<file path="src/shared/pio_pkg.sv">
package pio_pkg;
    // ------------------------------------------------------------
    // register map (word aligned byte addresses)
    // ------------------------------------------------------------
    localparam logic [7:0] ADDR_L_DATA = 8'h00;
    localparam logic [7:0] ADDR_L_CFG = 8'h04;
    localparam logic [7:0] ADDR_L_PIN = 8'h08;
    localparam logic [7:0] ADDR_G_DATA = 8'h0C;
    localparam logic [7:0] ADDR_G_CFG = 8'h10;
    localparam logic [7:0] ADDR_G_PIN = 8'h14;
    localparam logic [7:0] ADDR_C_DATA = 8'h18;
    localparam logic [7:0] ADDR_C_CFG = 8'h1C;
    localparam logic [7:0] ADDR_C_PIN = 8'h20;
    localparam logic [7:0] ADDR_D_DATA = 8'h24;
    localparam logic [7:0] ADDR_I_PIN = 8'h28;
    localparam logic [7:0] ADDR_STATUS = 8'h2C;
    localparam logic [31:0] UNMAPPED_READ = 32'h0000_0000;

    // ------------------------------------------------------------
    // field positions and reset values
    // ------------------------------------------------------------
    localparam int G_BIT_HALT = 7;
    localparam int G_BIT_IDLE = 6;
    localparam int G_BIT_DLY = 7;
    localparam int G_BIT_ALTSK = 6;
    localparam int G_BIT_ERR = 1;
    localparam int G_BIT_OSC = 7;
    localparam int G_BIT_SI = 6;
    localparam int G_BIT_SK = 5;
    localparam int G_BIT_SO = 4;
    localparam int G_BIT_T1IO = 3;
    localparam int G_BIT_T1CAP = 2;
    localparam int G_BIT_INT = 0;
    localparam logic [7:0] G_DATA_READ_MASK = 8'h3F;
    localparam logic [7:0] PORT_RESET = 8'h00;
    localparam logic [7:0] D_RESET = 8'hFF;
    localparam logic [1:0] WAIT_CYCLES = 2'h1;

    // ------------------------------------------------------------
    // carrier types
    // ------------------------------------------------------------
    typedef struct packed {
        logic [7:0] out;
        logic [7:0] oe;
        logic [7:0] pull;
    } pio_pad_t;

    typedef struct packed {
        logic [7:0] cfg;
        logic [7:0] data;
    } pio_port_regs_t;

    typedef enum logic [1:0] {ST_IDLE, ST_WAIT, ST_DONE} pio_bus_state_t;
endpackage : pio_pkg

</file>
<file path="src/verilog/pio_port_io.sv">
// Function
// - cfg/data pairs select hi-z, pull-up, low, high
// - ports l, g, c: config, data, pin read locations
// - every bit configured independently, except g1, g6, g7 pads (fixed uses)
// - port g data bit 7 requests halt
// - port g data bit 6 requests idle
// - port g config bit 6 selects alternate clock phase
// - g7 config enables halt start-up delay (rc)
// - port g data bits 6,7 read zero
// - rc option: g7 input, rising edge exits halt
// - crystal option: g7 drives oscillator clock out
// - g1 error output; g6 input only
// - port g alternate functions routed to pins
// - port l alternate functions routed to pins
// - all port l pins feed wake-up
// - port i input only, comparator pins
// - port d output, high during reset
// - reset clears l, g, c registers
`timescale 1ns/10ps
module pio_port_io
    import pio_pkg::*;
(
    input wire logic clk, // instruction clock
    input wire logic reset, // synchronous active-high reset
    input wire logic [7:0] avs_address, // byte address
    input wire logic avs_read, // read strobe
    input wire logic avs_write, // write strobe
    input wire logic [31:0] avs_writedata, // write data
    input wire logic [3:0] avs_byteenable, // byte lanes
    output logic [31:0] avs_readdata, // read data
    output logic avs_waitrequest, // stall
    input wire logic [7:0] l_pin_in, // port l pin levels
    output logic [7:0] l_pin_out, // port l drive value
    output logic [7:0] l_pin_oe, // port l drive enable
    output logic [7:0] l_pin_pull, // port l weak pull-up
    input wire logic [7:0] g_pin_in, // port g pin levels
    output logic [7:0] g_pin_out, // port g drive value
    output logic [7:0] g_pin_oe, // port g drive enable
    output logic [7:0] g_pin_pull, // port g weak pull-up
    input wire logic [7:0] c_pin_in, // port c pin levels
    output logic [7:0] c_pin_out, // port c drive value
    output logic [7:0] c_pin_oe, // port c drive enable
    output logic [7:0] c_pin_pull, // port c weak pull-up
    input wire logic [7:0] i_pin_in, // port i pin levels
    output logic [7:0] d_pin_out, // port d outputs
    input wire logic crystal_option, // 1 crystal, 0 rc oscillator
    input wire logic oscillator_clock_in, // buffered oscillator clock
    input wire logic supervision_error, // error from supervision timer
    output logic halt_request, // one-cycle halt request
    output logic idle_request, // one-cycle idle request
    output logic halt_exit_wakeup, // one-cycle g7 rising edge
    output logic halt_startup_delay_enable, // start-up delay active
    output logic serial_alt_phase, // alternate shift clock phase
    output logic serial_data_in, // serial data input
    output logic serial_shift_clock_in, // shift clock from pin
    input wire logic serial_shift_clock_out, // shift clock to pin
    input wire logic serial_shift_clock_oe, // shift clock drive enable
    input wire logic serial_data_out, // serial data output
    input wire logic serial_data_out_en, // serial data routing
    input wire logic timer1_io_out, // timer 1 output
    input wire logic timer1_io_en, // timer 1 output routing
    output logic timer1_io, // timer 1 input from pin
    output logic timer1_capture_in, // timer 1 capture
    output logic external_interrupt_in, // external interrupt
    output logic usart_external_clock, // usart clock from pin
    input wire logic usart_transmit_pin, // usart transmit data
    input wire logic usart_transmit_en, // usart transmit routing
    output logic usart_receive_pin, // usart receive data
    output logic timer2_input_a, // timer 2 input a
    output logic timer2_input_b, // timer 2 input b
    output logic timer3_input_a, // timer 3 input a
    output logic timer3_input_b, // timer 3 input b
    output logic [7:0] multi_input_wakeup, // wake-up sources
    output logic comparator1_negative_input, // comparator 1 -in
    output logic comparator1_positive_input, // comparator 1 +in
    output logic comparator1_output, // comparator 1 out
    output logic comparator2_negative_input, // comparator 2 -in
    output logic comparator2_positive_input, // comparator 2 +in
    output logic comparator2_output // comparator 2 out
);
    // ------------------------------------------------------------
    // declarations
    // ------------------------------------------------------------
    pio_port_regs_t l_r, l_nxt, g_r, g_nxt, c_r, c_nxt;
    logic [7:0] d_r, d_nxt;
    logic halt_r, halt_nxt, idle_r, idle_nxt;
    logic wake_r, wake_nxt, g7_prev_r, g7_prev_nxt;
    pio_bus_state_t st_r, st_nxt;
    logic [31:0] rdata_r, rdata_nxt;
    logic [7:0] l_sync, g_sync, c_sync, i_sync;
    pio_pad_t l_pad, g_pad, c_pad;
    logic wr_hit;
    logic [7:0] wdata;

    // merge an enabled low byte into a stored value
    function automatic logic [7:0] merge_byte(input logic [7:0] old, input logic [7:0] nv, input logic en);
        merge_byte = en ? nv : old;
    endfunction : merge_byte

    // ------------------------------------------------------------
    // pin synchronisers
    // ------------------------------------------------------------
    pio_sync2 u_sync_l (.clk(clk), .reset(reset), .d(l_pin_in), .q(l_sync));
    pio_sync2 u_sync_g (.clk(clk), .reset(reset), .d(g_pin_in), .q(g_sync));
    pio_sync2 u_sync_c (.clk(clk), .reset(reset), .d(c_pin_in), .q(c_sync));
    pio_sync2 u_sync_i (.clk(clk), .reset(reset), .d(i_pin_in), .q(i_sync));

    // ------------------------------------------------------------
    // pad decode
    // ------------------------------------------------------------
    pio_pad_decode u_dec_l (.regs(l_r), .pad(l_pad));
    pio_pad_decode u_dec_g (.regs(g_r), .pad(g_pad));
    pio_pad_decode u_dec_c (.regs(c_r), .pad(c_pad));

    // ------------------------------------------------------------
    // bus handshake: two wait cycles, answer in done state
    // ------------------------------------------------------------
    assign avs_waitrequest = (avs_read | avs_write) & (st_r != ST_DONE);
    assign wr_hit = avs_write & (st_r == ST_DONE);
    assign wdata = avs_writedata[7:0];

    always_comb begin
        st_nxt = st_r;
        unique case (st_r)
            ST_IDLE: begin
                if (avs_read | avs_write) begin
                    st_nxt = ST_WAIT;
                end
            end
            ST_WAIT: begin
                st_nxt = ST_DONE;
            end
            ST_DONE: begin
                st_nxt = ST_IDLE;
            end
        endcase
    end

    // ------------------------------------------------------------
    // register writes and control pulses
    // ------------------------------------------------------------
    always_comb begin
        l_nxt = l_r;
        g_nxt = g_r;
        c_nxt = c_r;
        d_nxt = d_r;
        halt_nxt = 1'b0;
        idle_nxt = 1'b0;
        if (wr_hit) begin
            unique case (avs_address)
                ADDR_L_DATA: l_nxt.data = merge_byte(l_r.data, wdata, avs_byteenable[0]);
                ADDR_L_CFG: l_nxt.cfg = merge_byte(l_r.cfg, wdata, avs_byteenable[0]);
                ADDR_G_DATA: begin
                    g_nxt.data = merge_byte(g_r.data, wdata, avs_byteenable[0]);
                    halt_nxt = avs_byteenable[0] & wdata[G_BIT_HALT];
                    idle_nxt = avs_byteenable[0] & wdata[G_BIT_IDLE];
                end
                ADDR_G_CFG: g_nxt.cfg = merge_byte(g_r.cfg, wdata, avs_byteenable[0]);
                ADDR_C_DATA: c_nxt.data = merge_byte(c_r.data, wdata, avs_byteenable[0]);
                ADDR_C_CFG: c_nxt.cfg = merge_byte(c_r.cfg, wdata, avs_byteenable[0]);
                ADDR_D_DATA: d_nxt = merge_byte(d_r, wdata, avs_byteenable[0]);
                default: begin
                end
            endcase
        end
        // halt and idle bits are strobes, not stored states
        g_nxt.data[G_BIT_HALT] = 1'b0;
        g_nxt.data[G_BIT_IDLE] = 1'b0;
    end

    // ------------------------------------------------------------
    // read mux
    // ------------------------------------------------------------
    always_comb begin
        rdata_nxt = UNMAPPED_READ;
        if (avs_read & (st_r == ST_WAIT)) begin
            unique case (avs_address)
                ADDR_L_DATA: rdata_nxt[7:0] = l_r.data;
                ADDR_L_CFG: rdata_nxt[7:0] = l_r.cfg;
                ADDR_L_PIN: rdata_nxt[7:0] = l_sync;
                ADDR_G_DATA: rdata_nxt[7:0] = g_r.data & G_DATA_READ_MASK;
                ADDR_G_CFG: rdata_nxt[7:0] = g_r.cfg;
                ADDR_G_PIN: rdata_nxt[7:0] = g_sync;
                ADDR_C_DATA: rdata_nxt[7:0] = c_r.data;
                ADDR_C_CFG: rdata_nxt[7:0] = c_r.cfg;
                ADDR_C_PIN: rdata_nxt[7:0] = c_sync;
                ADDR_D_DATA: rdata_nxt[7:0] = d_r;
                ADDR_I_PIN: rdata_nxt[7:0] = i_sync;
                ADDR_STATUS: rdata_nxt[1:0] = {crystal_option, supervision_error};
                default: rdata_nxt = UNMAPPED_READ;
            endcase
        end else if (st_r == ST_DONE) begin
            rdata_nxt = rdata_r;
        end
    end
    assign avs_readdata = rdata_r;

    // ------------------------------------------------------------
    // g7 rising edge detect for halt exit
    // ------------------------------------------------------------
    always_comb begin
        g7_prev_nxt = g_sync[G_BIT_OSC];
        wake_nxt = ~crystal_option & g_sync[G_BIT_OSC] & ~g7_prev_r;
    end

    // ------------------------------------------------------------
    // state registers
    // ------------------------------------------------------------
    always_ff @(posedge clk) begin
        if (reset) begin
            l_r <= '{cfg: PORT_RESET, data: PORT_RESET};
            g_r <= '{cfg: PORT_RESET, data: PORT_RESET};
            c_r <= '{cfg: PORT_RESET, data: PORT_RESET};
            d_r <= D_RESET;
            halt_r <= 1'b0;
            idle_r <= 1'b0;
            wake_r <= 1'b0;
            g7_prev_r <= 1'b0;
            st_r <= ST_IDLE;
            rdata_r <= UNMAPPED_READ;
        end else begin
            l_r <= l_nxt;
            g_r <= g_nxt;
            c_r <= c_nxt;
            d_r <= d_nxt;
            halt_r <= halt_nxt;
            idle_r <= idle_nxt;
            wake_r <= wake_nxt;
            g7_prev_r <= g7_prev_nxt;
            st_r <= st_nxt;
            rdata_r <= rdata_nxt;
        end
    end

    // ------------------------------------------------------------
    // special port g controls
    // ------------------------------------------------------------
    assign halt_request = halt_r;
    assign idle_request = idle_r;
    assign halt_exit_wakeup = wake_r;
    assign serial_alt_phase = g_r.cfg[G_BIT_ALTSK];
    assign halt_startup_delay_enable = g_r.cfg[G_BIT_DLY] & ~crystal_option;

    // ------------------------------------------------------------
    // port l and c pads, port l alternates
    // ------------------------------------------------------------
    always_comb begin
        l_pin_out = l_pad.out;
        l_pin_oe = l_pad.oe;
        l_pin_pull = l_pad.pull;
        if (usart_transmit_en) begin
            l_pin_out[2] = usart_transmit_pin;
            l_pin_oe[2] = 1'b1;
        end
        c_pin_out = c_pad.out;
        c_pin_oe = c_pad.oe;
        c_pin_pull = c_pad.pull;
    end
    assign usart_external_clock = l_sync[1];
    assign usart_receive_pin = l_sync[3];
    assign timer2_input_a = l_sync[4];
    assign timer2_input_b = l_sync[5];
    assign timer3_input_a = l_sync[6];
    assign timer3_input_b = l_sync[7];
    assign multi_input_wakeup = l_sync;

    // ------------------------------------------------------------
    // port g pads with dedicated and alternate pins
    // ------------------------------------------------------------
    always_comb begin
        g_pin_out = g_pad.out;
        g_pin_oe = g_pad.oe;
        g_pin_pull = g_pad.pull;
        g_pin_out[G_BIT_SI] = 1'b0;
        g_pin_oe[G_BIT_SI] = 1'b0;
        g_pin_pull[G_BIT_SI] = 1'b0;
        g_pin_out[G_BIT_ERR] = 1'b0;
        g_pin_oe[G_BIT_ERR] = supervision_error;
        g_pin_pull[G_BIT_ERR] = 1'b0;
        g_pin_out[G_BIT_OSC] = crystal_option & oscillator_clock_in;
        g_pin_oe[G_BIT_OSC] = crystal_option;
        g_pin_pull[G_BIT_OSC] = 1'b0;
        if (serial_shift_clock_oe) begin
            g_pin_out[G_BIT_SK] = serial_shift_clock_out;
            g_pin_oe[G_BIT_SK] = 1'b1;
        end
        if (serial_data_out_en) begin
            g_pin_out[G_BIT_SO] = serial_data_out;
            g_pin_oe[G_BIT_SO] = 1'b1;
        end
        if (timer1_io_en) begin
            g_pin_out[G_BIT_T1IO] = timer1_io_out;
            g_pin_oe[G_BIT_T1IO] = 1'b1;
        end
    end
    assign serial_data_in = g_sync[G_BIT_SI];
    assign serial_shift_clock_in = g_sync[G_BIT_SK];
    assign timer1_io = g_sync[G_BIT_T1IO];
    assign timer1_capture_in = g_sync[G_BIT_T1CAP];
    assign external_interrupt_in = g_sync[G_BIT_INT];

    // ------------------------------------------------------------
    // port i comparator taps and port d
    // ------------------------------------------------------------
    assign comparator1_negative_input = i_sync[1];
    assign comparator1_positive_input = i_sync[2];
    assign comparator1_output = i_sync[3];
    assign comparator2_negative_input = i_sync[4];
    assign comparator2_positive_input = i_sync[5];
    assign comparator2_output = i_sync[6];
    assign d_pin_out = d_r;
endmodule : pio_port_io

</file>
<file path="src/verilog/pio_pad_decode.sv">
`timescale 1ns/10ps
module pio_pad_decode
    import pio_pkg::*;
(
    input wire pio_port_regs_t regs, // config and data of one port
    output pio_pad_t pad // pad drive controls
);
    // ------------------------------------------------------------
    // per-bit decode of config and data
    // ------------------------------------------------------------
    always_comb begin
        pad.oe = regs.cfg;
        pad.out = regs.data;
        pad.pull = ~regs.cfg & regs.data;
    end
endmodule : pio_pad_decode

</file>
<file path="src/verilog/pio_sync2.sv">
`timescale 1ns/10ps
module pio_sync2
    import pio_pkg::*;
(
    input wire logic clk, // clock
    input wire logic reset, // synchronous reset
    input wire logic [7:0] d, // raw pin levels
    output logic [7:0] q // synchronised levels
);
    logic [7:0] s1_r;
    logic [7:0] s2_r;
    logic [7:0] s1_nxt;
    logic [7:0] s2_nxt;

    // ------------------------------------------------------------
    // two-stage synchroniser
    // ------------------------------------------------------------
    always_comb begin
        s1_nxt = d;
        s2_nxt = s1_r;
    end

    always_ff @(posedge clk) begin
        if (reset) begin
            s1_r <= PORT_RESET;
            s2_r <= PORT_RESET;
        end else begin
            s1_r <= s1_nxt;
            s2_r <= s2_nxt;
        end
    end

    assign q = s2_r;
endmodule : pio_sync2

</file>
<file path="config.mk">
export PLATFORM = sky130hd
export DESIGN_NAME = pio_port_io
export DESIGN_NICKNAME = d
export VERILOG_FILES = /design/src/shared/pio_pkg.sv /design/src/verilog/pio_port_io.sv /design/src/verilog/pio_pad_decode.sv /design/src/verilog/pio_sync2.sv
export SDC_FILE = /design/constraint.sdc
export NUM_CORES = 1
export LEC_CHECK = 0
export ABC_CLOCK_PERIOD_IN_PS = 1700
export BUFFER_PORTS_ARGS = -buffer_cell sky130_fd_sc_hd__clkbuf_2
export CAP_MARGIN = 10
export CORE_MARGIN = 2
export CORE_UTILIZATION = 44
export CTS_CLUSTER_SIZE = 8
export DETAILED_ROUTE_END_ITERATION = 7
export MAX_ROUTING_LAYER = met4
export PLACE_DENSITY = 0.82
export SLEW_MARGIN = 25
export SYNTH_ARGS = -nofsm -noshare
export SYNTH_HDL_FRONTEND = slang
export SYNTH_SLANG_ARGS = --single-unit
</file>
<file path="constraint.sdc">
create_clock -name clk -period 1.7 [get_ports clk]
set_input_delay 0.085 -clock clk [delete_from_list [all_inputs] [get_ports clk]]
set_output_delay 0.085 -clock clk [all_outputs]
set_load 0.03 [all_outputs]
</file>
==> results.ini <==
[run_status]
outcome = complete, no violations

[place]
finalWeightedCongestion = 0.971
hpwl_um = 11600
numPortBuffers = 176
place_area_um2 = 6730

[clock_tree]
clk_pin_slew_worst_paths_ps = 60
cts.sinks = 132
clockBufferDepth = 2
htreeDepth = 4
cts_tree = done
clock_latency_ps = 420
numCtsBuffers = 17
cts-root-buf = clkbuf_16

[layout]
fill_cells = 1116
num_antenna_cells = 0
fin_nets = 888
final_area_um2 = 7780
area.sequential_um2 = 2650
multi_input_area_um2 = 2700
drive_above_1_share = 0.360
area_delta_synth_final_pct = 32.5

[worst_setup_path]
path_max_fanout = 5
crit_type = reg -> reg
reg2regPathDepth = 8
endpoint_kind = flip-flop
worstPathRequired_ps = 2000
crit_path_end = avs_readdata[5]
reg2reg_to = avs_readdata[5]
cp.arrival_ps = 1940
reg2reg_slack_ps = 60
cp-start-kind = flip-flop
r2r_start = st_r[0]
cp-startpoint = st_r[0]

[sta]
setup_viol_count_final = 0
max_freq_mhz = 611
slew_violations = 0
final.period_utilization = 0.962
final-hold-violation-count = 0
grt_setup_unrepaired = true
clock_skew_ps = 9.03
fin_crit_ps = 1640

[detailed_routing]
via_per_inst = 5.02
ant_nets = 0
drt_first_pass_iters = 5
route.detailed.drc = 0
drtIter0Drc = 283
wl_per_cell_um = 16.6
vias = 4933
wl_um = 16300

[global_route]
grt.total_usage = 0.233
grt_max_degree = 48
antenna_found_initial = 0
grt_pass1_vias = 4534
grt_pass1_wl_um = 24500
grt-ovfl-total = 0

[yosys]
async_reset_ff_frac = 0
yosys_warnings = 0
synth_edf_count = 0
yosysUniqueCellTypes = 53
syn_inst = 599
synth_area_um2 = 5870
ys_seq_elements = 132
syn_area_per_cell_um2 = 9.80
synth_ff_type = dfxtp_1
yosysSeqAreaShare = 0.450

[power]
powerDensity_nw_per_um2 = 997
p_total_uw = 7760
leakage_uw = 0.00366
ir_worst_vdd_mv = 0.769

[floorplanning]
dieArea_um2 = 14300
start_util = 0.447
num_io_pins = 234
die_w_um = 120
core.rowCount = 42
die_h_um = 120
floorplan.core_area_um2 = 13100

[run]
drv_cap = 0

[hold_path]
hold_class = in -> reg

==> cells by family after synthesis <==
kind of cell             after synthesis  share of synthesized area
AND/OR/NAND/NOR                      237                      0.233
flip-flops                           132                      0.450
buffers and inverters                104                      0.116
AO/OA/AOI/OAI                         62                     0.0714
multiplexers                          59                      0.120
adder cells (fa/ha/maj)                4                    0.00853
other                                  1                   0.000639
==> sequential cells by signal (all words and copies together), names as in the netlist <==
signal	flops
c_r	16
l_r	16
g_r	13
avs_readdata	8
d_pin_out	8
u_sync_c.q	8
u_sync_c.s1_r	8
u_sync_g.q	8
u_sync_g.s1_r	8
u_sync_i.q	8
u_sync_i.s1_r	8
u_sync_l.q	8
u_sync_l.s1_r	8
st_r	2
g7_prev_r	1
halt_exit_wakeup	1
halt_request	1
idle_request	1
serial_alt_phase	1
==> layout by cell type (no fill, tap or decap), drive strengths merged, types with 4 or more instances in the layout <==
cell	count
ha	4
mux2i	41
nor2	38
clkinv	4
mux2	10
dlygate4sd3	36
nor2b	90
a21oi	22
clkbuf	195
nand2	44
a22oi	8
mux4	8
inv	5
or2	4
dfxtp	132
nand3	33
nand3b	8
buf	35
clkinvlp	4
a22o	4
conb	30
and2	6
o21ai	9
==> cells in the mapped netlist, drive strengths merged, types with 9 or more instances <==
| cell type | number | share of area |
|---|---|---|
| mux2i | 41 | 0.070 |
| clkbuf | 15 | 0.0098 |
| o21ai | 9 | 0.0077 |
| nor2b | 90 | 0.096 |
| nor2 | 38 | 0.025 |
| buf | 85 | 0.10 |
| nand2 | 44 | 0.029 |
| a21oi | 22 | 0.019 |
| dfxtp | 132 | 0.45 |
| mux2 | 10 | 0.019 |
| nand3 | 33 | 0.032 |
==> metal layers <==
layer	track usage	wire, µm
met1	0.283	6680
met5	-	0
met4	0.108	664
met2	0.367	7700
met3	0.0570	1230
==> worst max-delay path: stages (launching register included) <==
cell and delay [ps]:
dfxtp_2 320, buf_4 130, ha_1 180, and3b_2 210, o211ai_1 130, nor2_1 90, buf_4 170, a32oi_1 200
o31ai_1 90
==> through the flow <==
stage / worst slack [ps] / hold WS (ps) / std cells / utilization / TNS [ps]
floorplan: 33.1 / 161 / 628 / - / 0
global placement: -25.2 / 294 / 911 / 0.512 / -43.1
detailed placement: -27.4 / 299 / 911 / 0.512 / -52.9
CTS: 0.704 / 13.3 / 980 / 0.588 / 0
global route: -2.99 / 28.5 / 982 / 0.592 / -2.99
finish: 64.2 / 22.6 / 982 / 0.592 / 0
==> worst min-delay path by stage <==
stage / startpoint / endpoint / slack (ps) / cells after the start
after floorplan: crystal_option / halt_exit_wakeup / 160 / 1
after global placement: l_pin_in[6] / u_sync_l.s1_r[6] / 290 / 2
after detailed placement: l_pin_in[4] / u_sync_l.s1_r[4] / 300 / 2
after CTS: avs_writedata[7] / g_r[15] / 10 / 3
after global routing: avs_writedata[7] / c_r[7] / 30 / 3
final: avs_writedata[7] / g_r[15] / 20 / 3
==> report_power, final <==
group / leakage (µW) / internal [µW] / switching [µW]
sequential: 0.00108 / 3180 / 35.4
combinational: 0.00229 / 310 / 460
clock: 0.000294 / 2420 / 1360
total: 0.00366 / 5910 / 1850
==> cell type report <==
class,count,share of cell area
Inverter,4,0.00193
Clock buffer,20,0.0600
Timing Repair Buffer,246,0.203
Clock inverter,12,0.0196
Tap cell,176,0.0283
Sequential cell,132,0.340
Multi-Input combinational cell,392,0.347
==> repair_timing <==
| action | 4_1_cts | 5_1_grt |
|---|---|---|
| gates resized for setup | 3 | 13 |
| endpoints found under the hold margin | 36 | 0 |
| buffers inserted | 1 | 2 |
| endpoints found under the setup margin | 11 | 36 |
| hold buffers | 36 | 0 |
| pin swaps | 2 | 4 |
No activity file was read; power rests on OpenSTA's default activity.
